[config.mk]
export PLATFORM = sky130hd
export DESIGN_NAME = cid_decoder
export DESIGN_NICKNAME = d
export VERILOG_FILES = /design/src/rtl/cid_decoder.v
export VERILOG_INCLUDE_DIRS = /design/src /design/src/common
export SDC_FILE = /design/constraint.sdc
export NUM_CORES = 1
export LEC_CHECK = 0
export BUFFER_PORTS_ARGS = -buffer_cell sky130_fd_sc_hd__buf_2
export CAP_MARGIN = 5
export CORE_ASPECT_RATIO = 1.75
export CORE_MARGIN = 3
export CORE_UTILIZATION = 50
export CTS_CLUSTER_SIZE = 16
export DETAILED_ROUTE_END_ITERATION = 16
export PLACE_DENSITY = 0.67
export SLEW_MARGIN = 20
export SYNTH_ARGS = -nofsm -noshare
export SYNTH_HDL_FRONTEND = slang
export SYNTH_SLANG_ARGS = --single-unit
[constraint.sdc]
create_clock -name core_clk -period 4.2 [get_ports core_clk]
set_input_delay 0.42 -clock core_clk [delete_from_list [all_inputs] [get_ports core_clk]]
set_output_delay 0.42 -clock core_clk [all_outputs]
set_load 0.01 [all_outputs]
[src/common/cid_regs.vh]
// register map, field positions and codes of the card info tuple decoder
// included by the decoder; no logic here
`ifndef CID_REGS_VH
`define CID_REGS_VH
// register byte addresses
`define CID_CTRL 8'h00
`define CID_STAT 8'h04
`define CID_IRQ_STAT 8'h08
`define CID_IRQ_MASK 8'h0C
`define CID_DEV_INFO 8'h10
`define CID_VERS 8'h14
`define CID_TEXT 8'h18
`define CID_SIZE 8'h1C
// control bits
`define CID_CTRL_START 0
`define CID_CTRL_MODE 1
// irq bits
`define CID_IRQ_ENTRY 0
`define CID_IRQ_CHAR 1
`define CID_IRQ_DONE 2
`define CID_IRQ_ERR 3
`define CID_IRQ_W 4
// device type codes
`define CID_TYPE_HOLE 4'h0
`define CID_TYPE_DRAM 4'h7
`define CID_TYPE_IO 4'hD
`define CID_TYPE_EXT 4'hE
// tuple bytes
`define CID_VERS_CODE 8'h15
`define CID_MAJOR_EXP 8'h04
`define CID_MINOR_EXP 8'h00
`define CID_END_BYTE 8'hFF
`define CID_ZERO_BYTE 8'h00
`define CID_STR_COUNT 3'h4
// unit size 512 bytes as a shift
`define CID_UNIT_SHIFT 5'h09
`endif

[src/rtl/cid_decoder.v]
// card info tuple decoder: takes attribute bytes one at a time, decodes
// device info entries or the version/product tuple, axi4-lite registers
// takes at most one byte per cycle, paced by byte_valid/byte_ready, synchronous to core_clk
//
// How it works
// - device type from upper nibble
// - type codes decoded, 8-Ch and Fh reserved
// - extension bytes consumed while bit7 set
// - byte after type bytes is size
// - zero size byte discards entry
// - size bits 0-2 pick unit size
// - bits 3-7 hold unit count minus one
// - size FFh ends tuple, entry ignored
// - version tuple code 15h, then link
// - third byte is major version
// - fourth byte is minor version
// - manufacturer name until zero byte
// - product name follows, zero terminated
// - two more free text strings accepted
// - low nibble speed, bit3 protect switch flag; here bit3 stays in dev_speed, no separate flag
//
// Chosen here: the AXI4-Lite interface to the registers and the address map.
`timescale 1ns/1ns
`include "cid_regs.vh"

module cid_decoder
(
	input wire core_clk,
	input wire nrst,
	input wire byte_valid,
	input wire [7:0] byte_data,
	output reg byte_ready,
	input wire [7:0] s_axi_awaddr,
	input wire s_axi_awvalid,
	output reg s_axi_awready,
	input wire [31:0] s_axi_wdata,
	input wire [3:0] s_axi_wstrb,
	input wire s_axi_wvalid,
	output reg s_axi_wready,
	output reg [1:0] s_axi_bresp,
	output reg s_axi_bvalid,
	input wire s_axi_bready,
	input wire [7:0] s_axi_araddr,
	input wire s_axi_arvalid,
	output reg s_axi_arready,
	output reg [31:0] s_axi_rdata,
	output reg [1:0] s_axi_rresp,
	output reg s_axi_rvalid,
	input wire s_axi_rready,
	output reg irq
);

// ************************************
// states
// ************************************
localparam ST_IDLE = 4'h0;
localparam ST_D_CODE = 4'h1;
localparam ST_D_LINK = 4'h2;
localparam ST_D_TYPE = 4'h3;
localparam ST_D_EXT = 4'h4;
localparam ST_D_SIZE = 4'h5;
localparam ST_V_CODE = 4'h6;
localparam ST_V_LINK = 4'h7;
localparam ST_V_MAJ = 4'h8;
localparam ST_V_MIN = 4'h9;
localparam ST_V_STR = 4'hA;
localparam ST_V_CHR = 4'hB;
localparam ST_DONE = 4'hC;

reg [3:0] state;
reg mode;
reg busy;
reg err;
reg ended;
reg [3:0] dev_type;
reg [3:0] dev_speed;
reg ext_seen;
reg [7:0] pend_id;
reg pend_ext;
reg [7:0] size_byte;
reg [4:0] size_count;
reg [2:0] size_unit;
reg [31:0] region_bytes;
reg [7:0] link;
reg [7:0] major;
reg [7:0] minor;
reg [2:0] str_idx;
reg [7:0] last_char;
reg [7:0] entry_count;
reg [`CID_IRQ_W-1:0] irq_stat;
reg [`CID_IRQ_W-1:0] irq_mask;
reg [`CID_IRQ_W-1:0] ev;
reg have_aw;
reg have_w;
reg [7:0] aw_addr;
reg [31:0] w_data;
reg [3:0] w_strb;

wire take = byte_valid & byte_ready;
wire wr_fire = have_aw & have_w & ~s_axi_bvalid;
wire start_wr = wr_fire & (aw_addr == `CID_CTRL) & w_strb[0] &
	w_data[`CID_CTRL_START];
wire clr_wr = wr_fire & (aw_addr == `CID_IRQ_STAT) & w_strb[0];

// ************************************
// region size
// ************************************
// unit size
// count plus one
// 512 << (2*code) times (count+1); 8M*32 fits in 32 bits
function [31:0] region_of;
	input [7:0] sb;
	begin
		region_of = ({27'h0000000, sb[7:3]} + 32'h00000001) <<
			(`CID_UNIT_SHIFT + {1'b0, sb[2:0], 1'b0});
	end
endfunction

function is_reserved;
	input [3:0] t;
	begin
		is_reserved = (t > `CID_TYPE_DRAM) && (t < `CID_TYPE_IO) ||
			(t == 4'hF);
	end
endfunction

// ************************************
// byte parser
// ************************************
always @(posedge core_clk or negedge nrst)
begin
	if (!nrst)
	begin
		state <= ST_IDLE;
		busy <= 1'b0;
		err <= 1'b0;
		ended <= 1'b0;
		byte_ready <= 1'b0;
		dev_type <= 4'h0;
		dev_speed <= 4'h0;
		ext_seen <= 1'b0;
		pend_id <= 8'h00;
		pend_ext <= 1'b0;
		size_byte <= 8'h00;
		size_count <= 5'h00;
		size_unit <= 3'h0;
		region_bytes <= 32'h00000000;
		link <= 8'h00;
		major <= 8'h00;
		minor <= 8'h00;
		str_idx <= 3'h0;
		last_char <= 8'h00;
		entry_count <= 8'h00;
		ev <= {`CID_IRQ_W{1'b0}};
	end
	else
	begin
		ev <= {`CID_IRQ_W{1'b0}};
		if (start_wr)
		begin
			busy <= 1'b1;
			err <= 1'b0;
			ended <= 1'b0;
			byte_ready <= 1'b1;
			str_idx <= 3'h0;
			entry_count <= 8'h00;
			// mode of this same write, not the stored one
			state <= w_data[`CID_CTRL_MODE] ? ST_V_CODE : ST_D_CODE;
		end
		else if (take)
		begin
			case (state)
			ST_D_CODE:
				state <= ST_D_LINK;
			ST_D_LINK:
			begin
				link <= byte_data;
				state <= ST_D_TYPE;
			end
			ST_D_TYPE:
			begin
				// kept aside until size is valid
				pend_id <= byte_data;
				pend_ext <= 1'b0;
				if (is_reserved(byte_data[7:4]))
				begin
					err <= 1'b1;
					ev[`CID_IRQ_ERR] <= 1'b1;
				end
				state <= (byte_data[7:4] == `CID_TYPE_EXT) ?
					ST_D_EXT : ST_D_SIZE;
			end
			ST_D_EXT:
			begin
				pend_ext <= 1'b1;
				if (!byte_data[7])
					state <= ST_D_SIZE;
			end
			ST_D_SIZE:
			begin
				if (byte_data == `CID_END_BYTE)
				begin
					state <= ST_DONE;
					byte_ready <= 1'b0;
					ended <= 1'b1;
					ev[`CID_IRQ_DONE] <= 1'b1;
				end
				else if (byte_data == `CID_ZERO_BYTE)
					state <= ST_D_TYPE;
				else
				begin
					dev_type <= pend_id[7:4];
					dev_speed <= pend_id[3:0];
					ext_seen <= pend_ext;
					size_byte <= byte_data;
					size_count <= byte_data[7:3];
					size_unit <= byte_data[2:0];
					region_bytes <= region_of(byte_data);
					entry_count <= entry_count + 8'h01;
					ev[`CID_IRQ_ENTRY] <= 1'b1;
					state <= ST_D_TYPE;
				end
			end
			ST_V_CODE:
			begin
				if (byte_data != `CID_VERS_CODE)
				begin
					err <= 1'b1;
					ev[`CID_IRQ_ERR] <= 1'b1;
				end
				state <= ST_V_LINK;
			end
			ST_V_LINK:
			begin
				link <= byte_data;
				state <= ST_V_MAJ;
			end
			ST_V_MAJ:
			begin
				major <= byte_data;
				if (byte_data != `CID_MAJOR_EXP)
				begin
					err <= 1'b1;
					ev[`CID_IRQ_ERR] <= 1'b1;
				end
				state <= ST_V_MIN;
			end
			ST_V_MIN:
			begin
				minor <= byte_data;
				if (byte_data != `CID_MINOR_EXP)
				begin
					err <= 1'b1;
					ev[`CID_IRQ_ERR] <= 1'b1;
				end
				state <= ST_V_STR;
			end
			ST_V_STR:
			begin
				if (byte_data == `CID_END_BYTE)
				begin
					state <= ST_DONE;
					byte_ready <= 1'b0;
					ended <= 1'b1;
					ev[`CID_IRQ_DONE] <= 1'b1;
				end
				else if (byte_data == `CID_ZERO_BYTE)
					str_idx <= str_idx + 3'h1;
				else
				begin
					last_char <= byte_data;
					ev[`CID_IRQ_CHAR] <= 1'b1;
					state <= ST_V_CHR;
				end
			end
			ST_V_CHR:
			begin
				if (byte_data == `CID_ZERO_BYTE)
				begin
					str_idx <= str_idx + 3'h1;
					state <= ST_V_STR;
				end
				else
				begin
					last_char <= byte_data;
					ev[`CID_IRQ_CHAR] <= 1'b1;
				end
			end
			default:
				state <= state;
			endcase
		end
		// intake already stopped; a start in this cycle keeps its state
		if (state == ST_DONE && !start_wr)
		begin
			busy <= 1'b0;
			state <= ST_IDLE;
		end
	end
end

// ************************************
// axi4-lite slave
// ************************************
// a write accepts address and data in either order, answers after both
always @(posedge core_clk or negedge nrst)
begin
	if (!nrst)
	begin
		s_axi_awready <= 1'b1;
		s_axi_wready <= 1'b1;
		s_axi_bvalid <= 1'b0;
		s_axi_bresp <= 2'h0;
		have_aw <= 1'b0;
		have_w <= 1'b0;
		aw_addr <= 8'h00;
		w_data <= 32'h00000000;
		w_strb <= 4'h0;
		mode <= 1'b0;
		irq_mask <= {`CID_IRQ_W{1'b0}};
		irq_stat <= {`CID_IRQ_W{1'b0}};
		irq <= 1'b0;
	end
	else
	begin
		if (s_axi_awvalid && s_axi_awready)
		begin
			aw_addr <= s_axi_awaddr;
			have_aw <= 1'b1;
			s_axi_awready <= 1'b0;
		end
		if (s_axi_wvalid && s_axi_wready)
		begin
			w_data <= s_axi_wdata;
			w_strb <= s_axi_wstrb;
			have_w <= 1'b1;
			s_axi_wready <= 1'b0;
		end
		if (wr_fire)
		begin
			have_aw <= 1'b0;
			have_w <= 1'b0;
			s_axi_bvalid <= 1'b1;
			s_axi_bresp <= 2'h0;
			case (aw_addr)
			`CID_CTRL:
				if (w_strb[0])
					mode <= w_data[`CID_CTRL_MODE];
			`CID_IRQ_MASK:
				if (w_strb[0])
					irq_mask <= w_data[`CID_IRQ_W-1:0];
			`CID_IRQ_STAT, `CID_STAT, `CID_DEV_INFO, `CID_VERS,
			`CID_TEXT, `CID_SIZE:
				s_axi_bresp <= 2'h0;
			default:
				s_axi_bresp <= 2'h2;
			endcase
		end
		if (s_axi_bvalid && s_axi_bready)
		begin
			s_axi_bvalid <= 1'b0;
			s_axi_awready <= 1'b1;
			s_axi_wready <= 1'b1;
		end
		// set wins over write-one-to-clear
		irq_stat <= (irq_stat & ~(clr_wr ? w_data[`CID_IRQ_W-1:0] :
			{`CID_IRQ_W{1'b0}})) | ev;
		irq <= |((irq_stat & ~(clr_wr ? w_data[`CID_IRQ_W-1:0] :
			{`CID_IRQ_W{1'b0}}) | ev) & irq_mask);
	end
end

always @(posedge core_clk or negedge nrst)
begin
	if (!nrst)
	begin
		s_axi_arready <= 1'b1;
		s_axi_rvalid <= 1'b0;
		s_axi_rdata <= 32'h00000000;
		s_axi_rresp <= 2'h0;
	end
	else
	begin
		if (s_axi_arvalid && s_axi_arready)
		begin
			s_axi_arready <= 1'b0;
			s_axi_rvalid <= 1'b1;
			s_axi_rresp <= 2'h0;
			case (s_axi_araddr)
			`CID_CTRL:
				s_axi_rdata <= {30'h0, mode, 1'b0};
			`CID_STAT:
				s_axi_rdata <= {16'h0, entry_count, 1'b0, str_idx,
					1'b0, ended, err, busy};
			`CID_IRQ_STAT:
				s_axi_rdata <= {28'h0, irq_stat};
			`CID_IRQ_MASK:
				s_axi_rdata <= {28'h0, irq_mask};
			`CID_DEV_INFO:
				s_axi_rdata <= {size_byte, dev_speed, dev_type,
					ext_seen, 2'h0, size_count, 5'h00, size_unit};
			`CID_VERS:
				s_axi_rdata <= {8'h0, link, major, minor};
			`CID_TEXT:
				s_axi_rdata <= {21'h0, str_idx, last_char};
			`CID_SIZE:
				s_axi_rdata <= region_bytes;
			default:
			begin
				s_axi_rdata <= 32'h00000000;
				s_axi_rresp <= 2'h2;
			end
			endcase
		end
		if (s_axi_rvalid && s_axi_rready)
		begin
			s_axi_rvalid <= 1'b0;
			s_axi_arready <= 1'b1;
		end
	end
end

endmodule // cid_decoder

# Word-level counts from Yosys, hierarchy flattened
# Index checks and enable logic that the tools add are counted.
# word_totals
ff_bits,187
elab_cells,225
# op_classes
bitwise_logic,16
shift,1
n_mux,73
eq_ne,42
n_lt_le_gt_ge,2
addsub,4
n_reduce_logical,49
# op_table
operator,count
$pmux 32 s8,1
$eq 8x5->1 const B,8
$mux 8,7
$mux 4,11
$pmux 4 s11,1
$mux 1,40
$eq 8x4->1 const B,4
$shl 6x5->32,1
$eq 4x4->1 const B,7
$reduce_and 3->1,9
$reduce_bool 2->1,13
$logic_not 8->1,3
$eq 4x3->1 const B,4
$eq 8x3->1 const B,2
$pmux 8 s2,1
$reduce_or 8->1,2
$mux 3,5
$ne 3x3->1 const B,5
$reduce_bool 13->1,1
$reduce_and 5->1,2
$add 8x1->8 const B,1
$and 1x1->1,8
$and 4x4->4,2
$eq 4x2->1 const B,2
other kinds (29),47

# Logic depth before layout (Yosys ltp)
# Gate-level depths: netlist (run 1).
# logic_depth
word_depth,10
depth_mapped,9
depth_no_buf,6

# Worst setup path after synthesis (run 1)
# OpenSTA, ideal clock, no wires.
# synth_path
path_kind,input-to-reg
from,input port byte_data[7]
to,register state[0]
setup_time_ns,0.125
slack_ns,1.705
n_path_buf,2
path_stages,7
arrival_ns,2.370
path_cell_list,buf_2 -> or4_4 -> or4b_1 -> buf_6 -> mux2i_1 -> o211ai_2 -> mux2_4
# synth_between
elab_chain_cells,6
elab_cells_between_ends,14
cone_classes,5 x eq/ne; 7 x mux; 2 x reduce/logical
# synth_lines
item,line_no,text
"start, declared",cid_decoder.v:31,"input wire [7:0] byte_data,"
$eq 8x8->1 (no source line) / $eq 4x4->1 (equally long branches),--,
"$mux 4, or another cell as far along",cid_decoder.v:260,if (byte_data == `CID_END_BYTE)
$pmux 4 s11,cid_decoder.v:172,case (state)
$mux 4,cid_decoder.v:170,else if (take)
$mux 4,cid_decoder.v:159,if (start_wr)
$mux 4,cid_decoder.v:294,if (state == ST_DONE && !start_wr)
"end signal, assigned",cid_decoder.v:168,state <= w_data[`CID_CTRL_MODE] ? ST_V_CODE : ST_D_CODE;
"end signal, assigned",cid_decoder.v:190,state <= (byte_data[7:4] == `CID_TYPE_EXT) ?
"end signal, assigned",cid_decoder.v:290,state <= state;
"end, declared",cid_decoder.v:70,reg [3:0] state;
# Parallel ways exist; a longest one is shown, timed or not. The select of a mux whose other input is x is not followed.
# A chain may end at the register's enable or synchronous reset.

# Worst setup path in the final report (run 1)
# layout_path
from,register w_data[0]
to,register link[6]
# layout_between
elab_chain_cells,3
# layout_lines
item,line_no,text
"start, declared",cid_decoder.v:96,reg [31:0] w_data;
"start signal, assigned",cid_decoder.v:334,w_data <= s_axi_wdata;
$and 1x1->1,cid_decoder.v:101,wire start_wr = wr_fire & (aw_addr == `CID_CTRL) & w_strb[0] &
$not 1->1 (no source line),--,
$reduce_and 3->1 (no source line),--,
"end signal, assigned",cid_decoder.v:177,link <= byte_data;
"end signal, assigned",cid_decoder.v:235,link <= byte_data;
"end, declared",cid_decoder.v:84,reg [7:0] link;
# No other way between the ends.

==> results.yml, run 1 <==
run_status:
  outcome: "complete, no violations"
cells_and_area:
  final_core_util_pct: 58.8
  area_growth_syn_to_layout_pct: 13.5
  antenna_cells_inserted: 0
  final_layout_size_suffix_gt1_share_pct: 25.5
  nNetsFinal: 847
grt:
  grt.overflow.total: 0
  antenna_found_initial: 0
  globalRoute.busiestLayer: "met2"
  use_met3_pct: 3.46
  grt.met2_usage_pct: 39.6
  gr-usage-all-layers_pct: 22.7
  grtUsageMet1_pct: 28.0
  grt_max_degree: 109
  number_of_global_route_vias_before_repair: 6038
  first_pass_grt_wire_length_um: 31300
sta:
  fmax_mhz: 367
  timing_worst_slew_pin_value_ns: 1.06
  max_slew_margin_pct: 28.5
  rsz0062_at_grt: "no"
  layout_worst_path_cycle_share_pct: 64.8
  finalClockSkew_ns: 0.0170
  period_needed_ns: 2.72
  finalSetupViolCount: 0
  final-hold-violation-count: 0
  fin_worst_hold_slack_ns: 0.114
  finalSetupTns_ns: 0
  final_max_slew_viols: 0
yosys:
  asyncSetResetFlopFracSynth_pct: 100
  post_synth_instance_area_sq_mm: 0.00804
  yosys.cell_types.count: 71
  area_share_of_the_largest_cell_type_after_synthesis_pct: 53.8
  synth.avg_cell_area_sq_um: 11.2
  post_synth_main_area_contributors: "dfrtp_1 54%, mux2_2 8.4%, nand2_1 3.6%, o21ai_0 2.6%, a222oi_1 2.2%"
  number_of_enable_type_register_cells_in_the_synthesized_netlist: 0
  yosysSeqAreaShare_pct: 54.8
  synth.ff_latch_count: 176
  synth-warning-count: 0
  synth_flop_type: "dfrtp_1"
  post_synth_inst_count: 718
  synth_largest_area_cell: "dfrtp_1"
floorplanning:
  fp.coreArea_sq_mm: 0.0155
  start_util_pct: 51.8
  design.portCount: 111
  fp.dieArea_sq_mm: 0.0177
  num_rows: 60
  floorplan.die.width_um: 102
  dieHeight_um: 174
placement:
  hpwlAfterDp_um: 13500
  place.gp.congestion: 0.866
  place.port_buffers: 77
critical_path:
  timing_worst_setup_path_type: "register to register"
  timing.rr.start: "w_data[0]"
  rr_endpoint: "link[6]"
  timing.critical_path.cells: "or3b_2, or4_1, nand3_1, nor4_2, mux2_2"
  crit_path_max_incr_delay_ns: 0.92
  buffer_and_inverter_count_on_the_worst_path: 0
  r2r_slack_ns: 1.48
  critPathSlowestCell: "nor4_2"
  cp_max_fo: 8
  timing.critical_path.to_type: "register"
  timing.critical_path.required_ns: 4.51
  worst_r2r_path_cells: 5
  cp_top_family: "simple AND/OR/NAND/NOR gates"
  critPathLaunchType: "register"
  critical_path_arrival_ns: 3.03
route:
  count_of_routing_violations_after_the_opening_detailed_route_iteration: 400
  route.antenna.remaining_nets: 0
  viasPerCell: 6.10
  drc_errors: 0
  drt_pass1_iterations: 5
  route.vias.total: 5948
  drt-wirelength-per-cell_um: 20.1
  totalWireLength_um: 19600
clock_tree:
  cts-buffers-inserted: 17
  post_cts_setup_repair_buffer_count: 0
  clk_latency_ns: 0.43
  cts_tree: "done"
  cts-root-buf: "clkbuf_16"
  hold_buffers: 0
  h_tree_levels: 4
  clk_pin_slew_ns: 0.07
  clkSinkCount: 176
  cts_resized: 0
  cts-root-to-sink-buffers: 2
power:
  power.static_leakage_nw: 4.24
  power_per_cell_area_mw_per_mm2: 561
  power_frac_comb_pct: 20.8
  seq_power_share_pct: 49.5
  power_switching_w: 0.00163
  intPower_w: 0.00350
  vdd_ir_drop_max_mv: 0.303
  clockPowerShare_pct: 29.7
  switching_share_pct: 31.8
  totalPowerFinal_w: 0.00513
flow_run:
  maxCapViolCount: 0
min_path:
  holdCritPathClass: "input pin to async pin"
-- sequential cells by signal, indices dropped and copies added (netlist names), 3 cells and up --
name and cells:
dev_type 4, size_byte 8, major 8, region_bytes 31, w_data 4, entry_count 8, ev 4, dev_speed 4
state 4, str_idx 3, irq_stat 4, last_char 8, irq_mask 4, aw_addr 8, s_axi_rdata 32, pend_id 8
link 8, minor 8
-- per-layer routing --
metal  part of all wire (%)  vias up  wire [um]
li1                       -     2739          -
met1                     40     2978       7780
met2                     54      192      10500
met3                    4.2       39        820
met4                    2.3        0        456
met5                      0        -          0
-- worst max-delay path by stage --
stage	from	end	slack [ns]	cells past startpoint
finish	w_data[0]	link[6]	1.48	5
detailed placement	byte_data[3]	dev_type[0]	1.28	6
global route	s_axi_bvalid	link[0]	1.29	5
CTS	aw_addr[4]	minor[7]	1.44	5
floorplan	byte_data[7]	state[0]	1.71	7
global placement	byte_data[3]	state[0]	1.31	6
-- cell usage in the layout, fill, tap and decap left out, types with 4 or more instances in the layout --
cell type | Yosys | final
mux2_1 | 15 | 15
inv_6 | 0 | 4
clkbuf_16 | 0 | 17
dfrtp_1 | 173 | 173
a22oi_1 | 14 | 14
a22o_1 | 5 | 5
and2_1 | 12 | 12
xor2_1 | 9 | 9
a222oi_1 | 18 | 18
mux2_2 | 60 | 60
o21ai_0 | 42 | 42
mux2i_1 | 12 | 12
inv_1 | 16 | 16
a21oi_1 | 25 | 25
nand2b_1 | 7 | 7
a21o_1 | 12 | 12
a31oi_1 | 5 | 5
nor2_1 | 31 | 31
nand2_1 | 78 | 77
o22a_1 | 4 | 4
o21ai_1 | 5 | 5
o31ai_1 | 9 | 9
buf_4 | 3 | 9
nand3_1 | 17 | 17
nor3_1 | 13 | 12
buf_2 | 11 | 76
nand4_1 | 9 | 9
-- power groups by stage --
| stage | sequential [W] | combinational, W | clock, W |
|---|---|---|---|
| finish | 0.00254 | 0.00107 | 0.00152 |
| detailed placement | 0.00256 | 0.00107 | 0 |
| floorplan | 0.00241 | 0.000863 | 0 |
| CTS | 0.00253 | 0.00108 | 0.00155 |
| global route | 0.00260 | 0.00119 | 0.00161 |
| global placement | 0.00253 | 0.00102 | 0 |
-- cell type report --
cell class / count / area (sq um)
Clock inverter: 15 / 144
Tap cell: 186 / 233
Inverter: 16 / 60.1
Fill cell: 1344 / 6410
Multi-Input combinational cell: 478 / 3380
Timing Repair Buffer: 87 / 479
Sequential cell: 176 / 4410
Clock buffer: 17 / 425
-- logic make-up after synthesis --
group | share of synthesized area, %
AO/OA/AOI/OAI | 14.7
XOR/XNOR | 1.20
adder cells (fa/ha/maj) | 0.467
buffers and inverters | 3.53
flip-flops | 54.8
multiplexers | 12.4
other | 0.0466
AND/OR/NAND/NOR | 12.9
-- Yosys cell counts, types with 12 or more instances --
cell type,number
nor2_1,31
a21oi_1,25
a22oi_1,14
nand2_1,78
mux2i_1,12
mux2_2,60
inv_1,16
a21o_1,12
nor3_1,13
nand3_1,17
clkbuf_1,33
a222oi_1,18
and2_1,12
mux2_1,15
dfrtp_1,173
o21ai_0,42
-- per-stage QoR --
stage               std cells  setup slack (ns)  instance area [sq um]
floorplan                 719              1.71                   8050
global placement          943              1.31                   8560
detailed placement        943              1.28                   8560
CTS                       975              1.44                   9130
global route              975              1.29                   9130
finish                    975              1.48                   9130
Power figures use the tool's default switching activity.
==> run 2: changes to the inputs <==
Settings changed: ABC_AREA set to 1, PLACE_DENSITY 0.67 to 0.69.
Clock period 4.2 ns to 2.2 ns, I/O delays scaled along.
==> run 2 against run 1 <==
Effect of this change: non-clock buffer count up 31; critical path depth up 3; critical path type unchanged; hold slack worse by 0.091 ns; worst setup slack worse by 1.1 ns; first-iteration DRC count down 15%; synthesized area up 4.8%; largest power group unchanged.
==> results.yml, run 2 <==
route:
  drt_pass1_iterations: 5
  viasPerCell: 5.10
  route.layer.met1.wl_um: 8430
  met2WireLength_um: 11300
  met3WireLength_um: 645
  totalWireLength_um: 21000
  drc_errors: 0
  maxUsedRoutingLayer: "met4"
  route.antenna.remaining_nets: 0
  drt-wirelength-per-cell_um: 15.2
  count_of_routing_violations_after_the_opening_detailed_route_iteration: 341
  route.vias.total: 7028
yosys:
  post_synth_instance_area_sq_mm: 0.00843
  number_of_enable_type_register_cells_in_the_synthesized_netlist: 0
  yosysSeqAreaShare_pct: 52.3
  synth.avg_cell_area_sq_um: 8.08
  synth_largest_area_cell: "dfrtp_1"
  synth_flop_type: "dfrtp_1"
  post-synth-top-count-cell: "nand2_1"
  asyncSetResetFlopFracSynth_pct: 100
  post_synth_inst_count: 1044
  post_synth_main_area_contributors: "dfrtp_1 51%, nand2_1 16%, o21ai_0 6.0%, inv_1 4.4%, nand3_1 3.6%"
  yosys.cell_types.count: 40
  area_share_of_the_largest_cell_type_after_synthesis_pct: 51.3
  synth-warning-count: 0
  post_synth_most_frequent_cells: "370 x nand2_1, 173 x dfrtp_1, 101 x o21ai_0, 98 x inv_1, 62 x nor2_1"
  synth.ff_latch_count: 176
power:
  power_per_cell_area_mw_per_mm2: 1000
  vdd_ir_drop_max_mv: 0.628
  power.static_leakage_nw: 5.13
sta:
  final_max_slew_viols: 0
  period_needed_ns: 1.87
  timing_worst_slew_pin_value_ns: 0.506
  finalSetupTns_ns: 0
  layout_worst_path_cycle_share_pct: 84.8
  finalClockSkew_ns: 0.0108
  max_slew_margin_pct: 66.2
  finalSetupViolCount: 0
  fmax_mhz: 536
  final-hold-violation-count: 0
  rsz0062_at_grt: "no"
cells_and_area:
  layout_cells_excl_fill: 1377
  top_regs: "s_axi_rdata x32, region_bytes x31"
  area_growth_syn_to_layout_pct: 16.1
  largest_reg_flops: 32
  largest-register: "s_axi_rdata"
  final.fill_count: 1547
  layout.cells.most_common: "nand2_1"
  antenna_cells_inserted: 0
  mostFrequentLayoutCells: "370 x nand2_1, 173 x dfrtp_1, 101 x o21ai_0"
  final_layout_size_suffix_gt1_share_pct: 15.0
  nNetsFinal: 1211
flow_run:
  maxCapViolCount: 0
floorplanning:
  dieHeight_um: 178
  floorplan.die.width_um: 104
  design.portCount: 111
  fp.dieArea_sq_mm: 0.0185
  fp.coreArea_sq_mm: 0.0164
  num_rows: 62
  start_util_pct: 51.3
critical_path:
  cp_max_fo: 27
  critPathLaunchType: "register"
  timing_worst_setup_path_type: "register to register"
  timing.critical_path.to_type: "register"
  critical_path_arrival_ns: 2.21
  timing.critical_path.required_ns: 2.54
clock_tree:
  clkSinkCount: 176
  cts-root-buf: "clkbuf_16"
  h_tree_levels: 4
  cts-root-to-sink-buffers: 2
  cts-buffers-inserted: 17
  clk_latency_ns: 0.43
  clk_pin_slew_ns: 0.07
  cts_tree: "done"
grt:
  grt_max_degree: 59
  grt.overflow.total: 0
  first_pass_grt_wire_length_um: 34200
  number_of_global_route_vias_before_repair: 6738
  gr-usage-all-layers_pct: 23.3
  antenna_found_initial: 0
placement:
  place.detailed.instances: 1328
  place.gp.congestion: 0.927
  hpwlAfterDp_um: 15600
  place.port_buffers: 77
min_path:
  holdCritPathClass: "input pin to register"
run_status:
  outcome: "complete, no violations"
[run 2: changes by cell type in the layout (fill, tap and decap cells not counted), moves of 12 or more]
| cell | delta |
|---|---|
| a222oi_1 | -18 |
| inv_1 | +82 |
| nand3_1 | +43 |
| o21ai_1 | +30 |
| and2_1 | -12 |
| nand2_1 | +293 |
| mux2_1 | -15 |
| a22oi_1 | -14 |
| buf_4 | +12 |
| nor2_1 | +30 |
| o21ai_0 | +59 |
| dlygate4sd3_1 | +17 |
| mux2_2 | -60 |
[run 2: path summary, 6_finish.rpt]
check	startpoint	to	slack, ns	cells after the start
setup / recovery	aw_addr[7]	region_bytes[24]	0.33	8
hold / removal	s_axi_wdata[1]	w_data[1]	0.02	3
setup reg to reg	aw_addr[7]	region_bytes[24]	0.33	8
hold reg to reg	ev[2]	irq_stat[2]	0.46	2
max in group asynchronous	nrst	s_axi_awready	1.20	3
min in group asynchronous	nrst	link[3]	0.30	2
[run 2: cell type report]
cell class / count / area (sq um) / area share [%]
repair buffers: 118 / 779 / 7.96
multi-input cells: 724 / 3370 / 34.4
inverters: 103 / 388 / 3.96
clock buffers: 19 / 433 / 4.42
flip-flops and latches: 176 / 4410 / 45.0
clock inverters: 13 / 128 / 1.30
well taps: 224 / 280 / 2.86
[run 2: cell families after synthesis]
family	synth area share, %
AOI/OAI and AO/OA	10.4
and+or+nand+nor	28.6
muxes	0.119
adders and majority gates	0.445
xor gates and xnor gates	0.312
buffers and inverters	7.82
DFF	52.3
other	0.0445
[run 2: repair_timing]
| action | in CTS | in global routing |
|---|---|---|
| setup endpoints to repair | 0 | 3 |
| gates resized for setup | 0 | 1 |
| hold buffers | 17 | 0 |
| endpoints found under the hold margin | 62 | 0 |
| setup buffers | 0 | 0 |
[run 2: routing by layer]
layer / vias up / GRT usage [%]
li1: 3523 / -
met1: 3307 / 27.4
met2: 162 / 42.8
met3: 36 / 3.82
met4: 0 / 8.76
met5: - / 0
[run 2: stage by stage]
| step | hold WS (ns) | power [W] | setup WS [ns] | cell area [sq um] | util (%) |
|---|---|---|---|---|---|
| 3_3_place_gp | 0.197 | 0.00689 | 0.215 | 9050 | 55.1 |
| 5_1_grt | 0.0318 | 0.0104 | 0.186 | 9790 | 59.5 |
| 2_1_floorplan | -0.0756 | 0.00630 | 0.706 | 8440 | - |
| 6_report | 0.0221 | 0.00982 | 0.334 | 9790 | 59.5 |
| 3_5_place_dp | 0.194 | 0.00697 | 0.197 | 9050 | 55.1 |
| 4_1_cts | 0.0273 | 0.00987 | 0.161 | 9780 | 59.5 |
[run 2: report_power, final]
part           internal (W)  switching (W)  total [W]
combinational      0.000754        0.00141    0.00217
sequential          0.00422       0.000561    0.00478
clock               0.00158        0.00129    0.00287
total               0.00655        0.00326    0.00982
[run 2: worst max-delay path, cell delays in order (launching register included)]
cell and delay, ns:
dfrtp_1 0.39, nor2_2 0.13, nand2_1 0.13, nor2_4 0.23, nand4_4 0.24, nand2_4 0.29, buf_12 0.21, nand2_1 0.06
o21ai_0 0.07
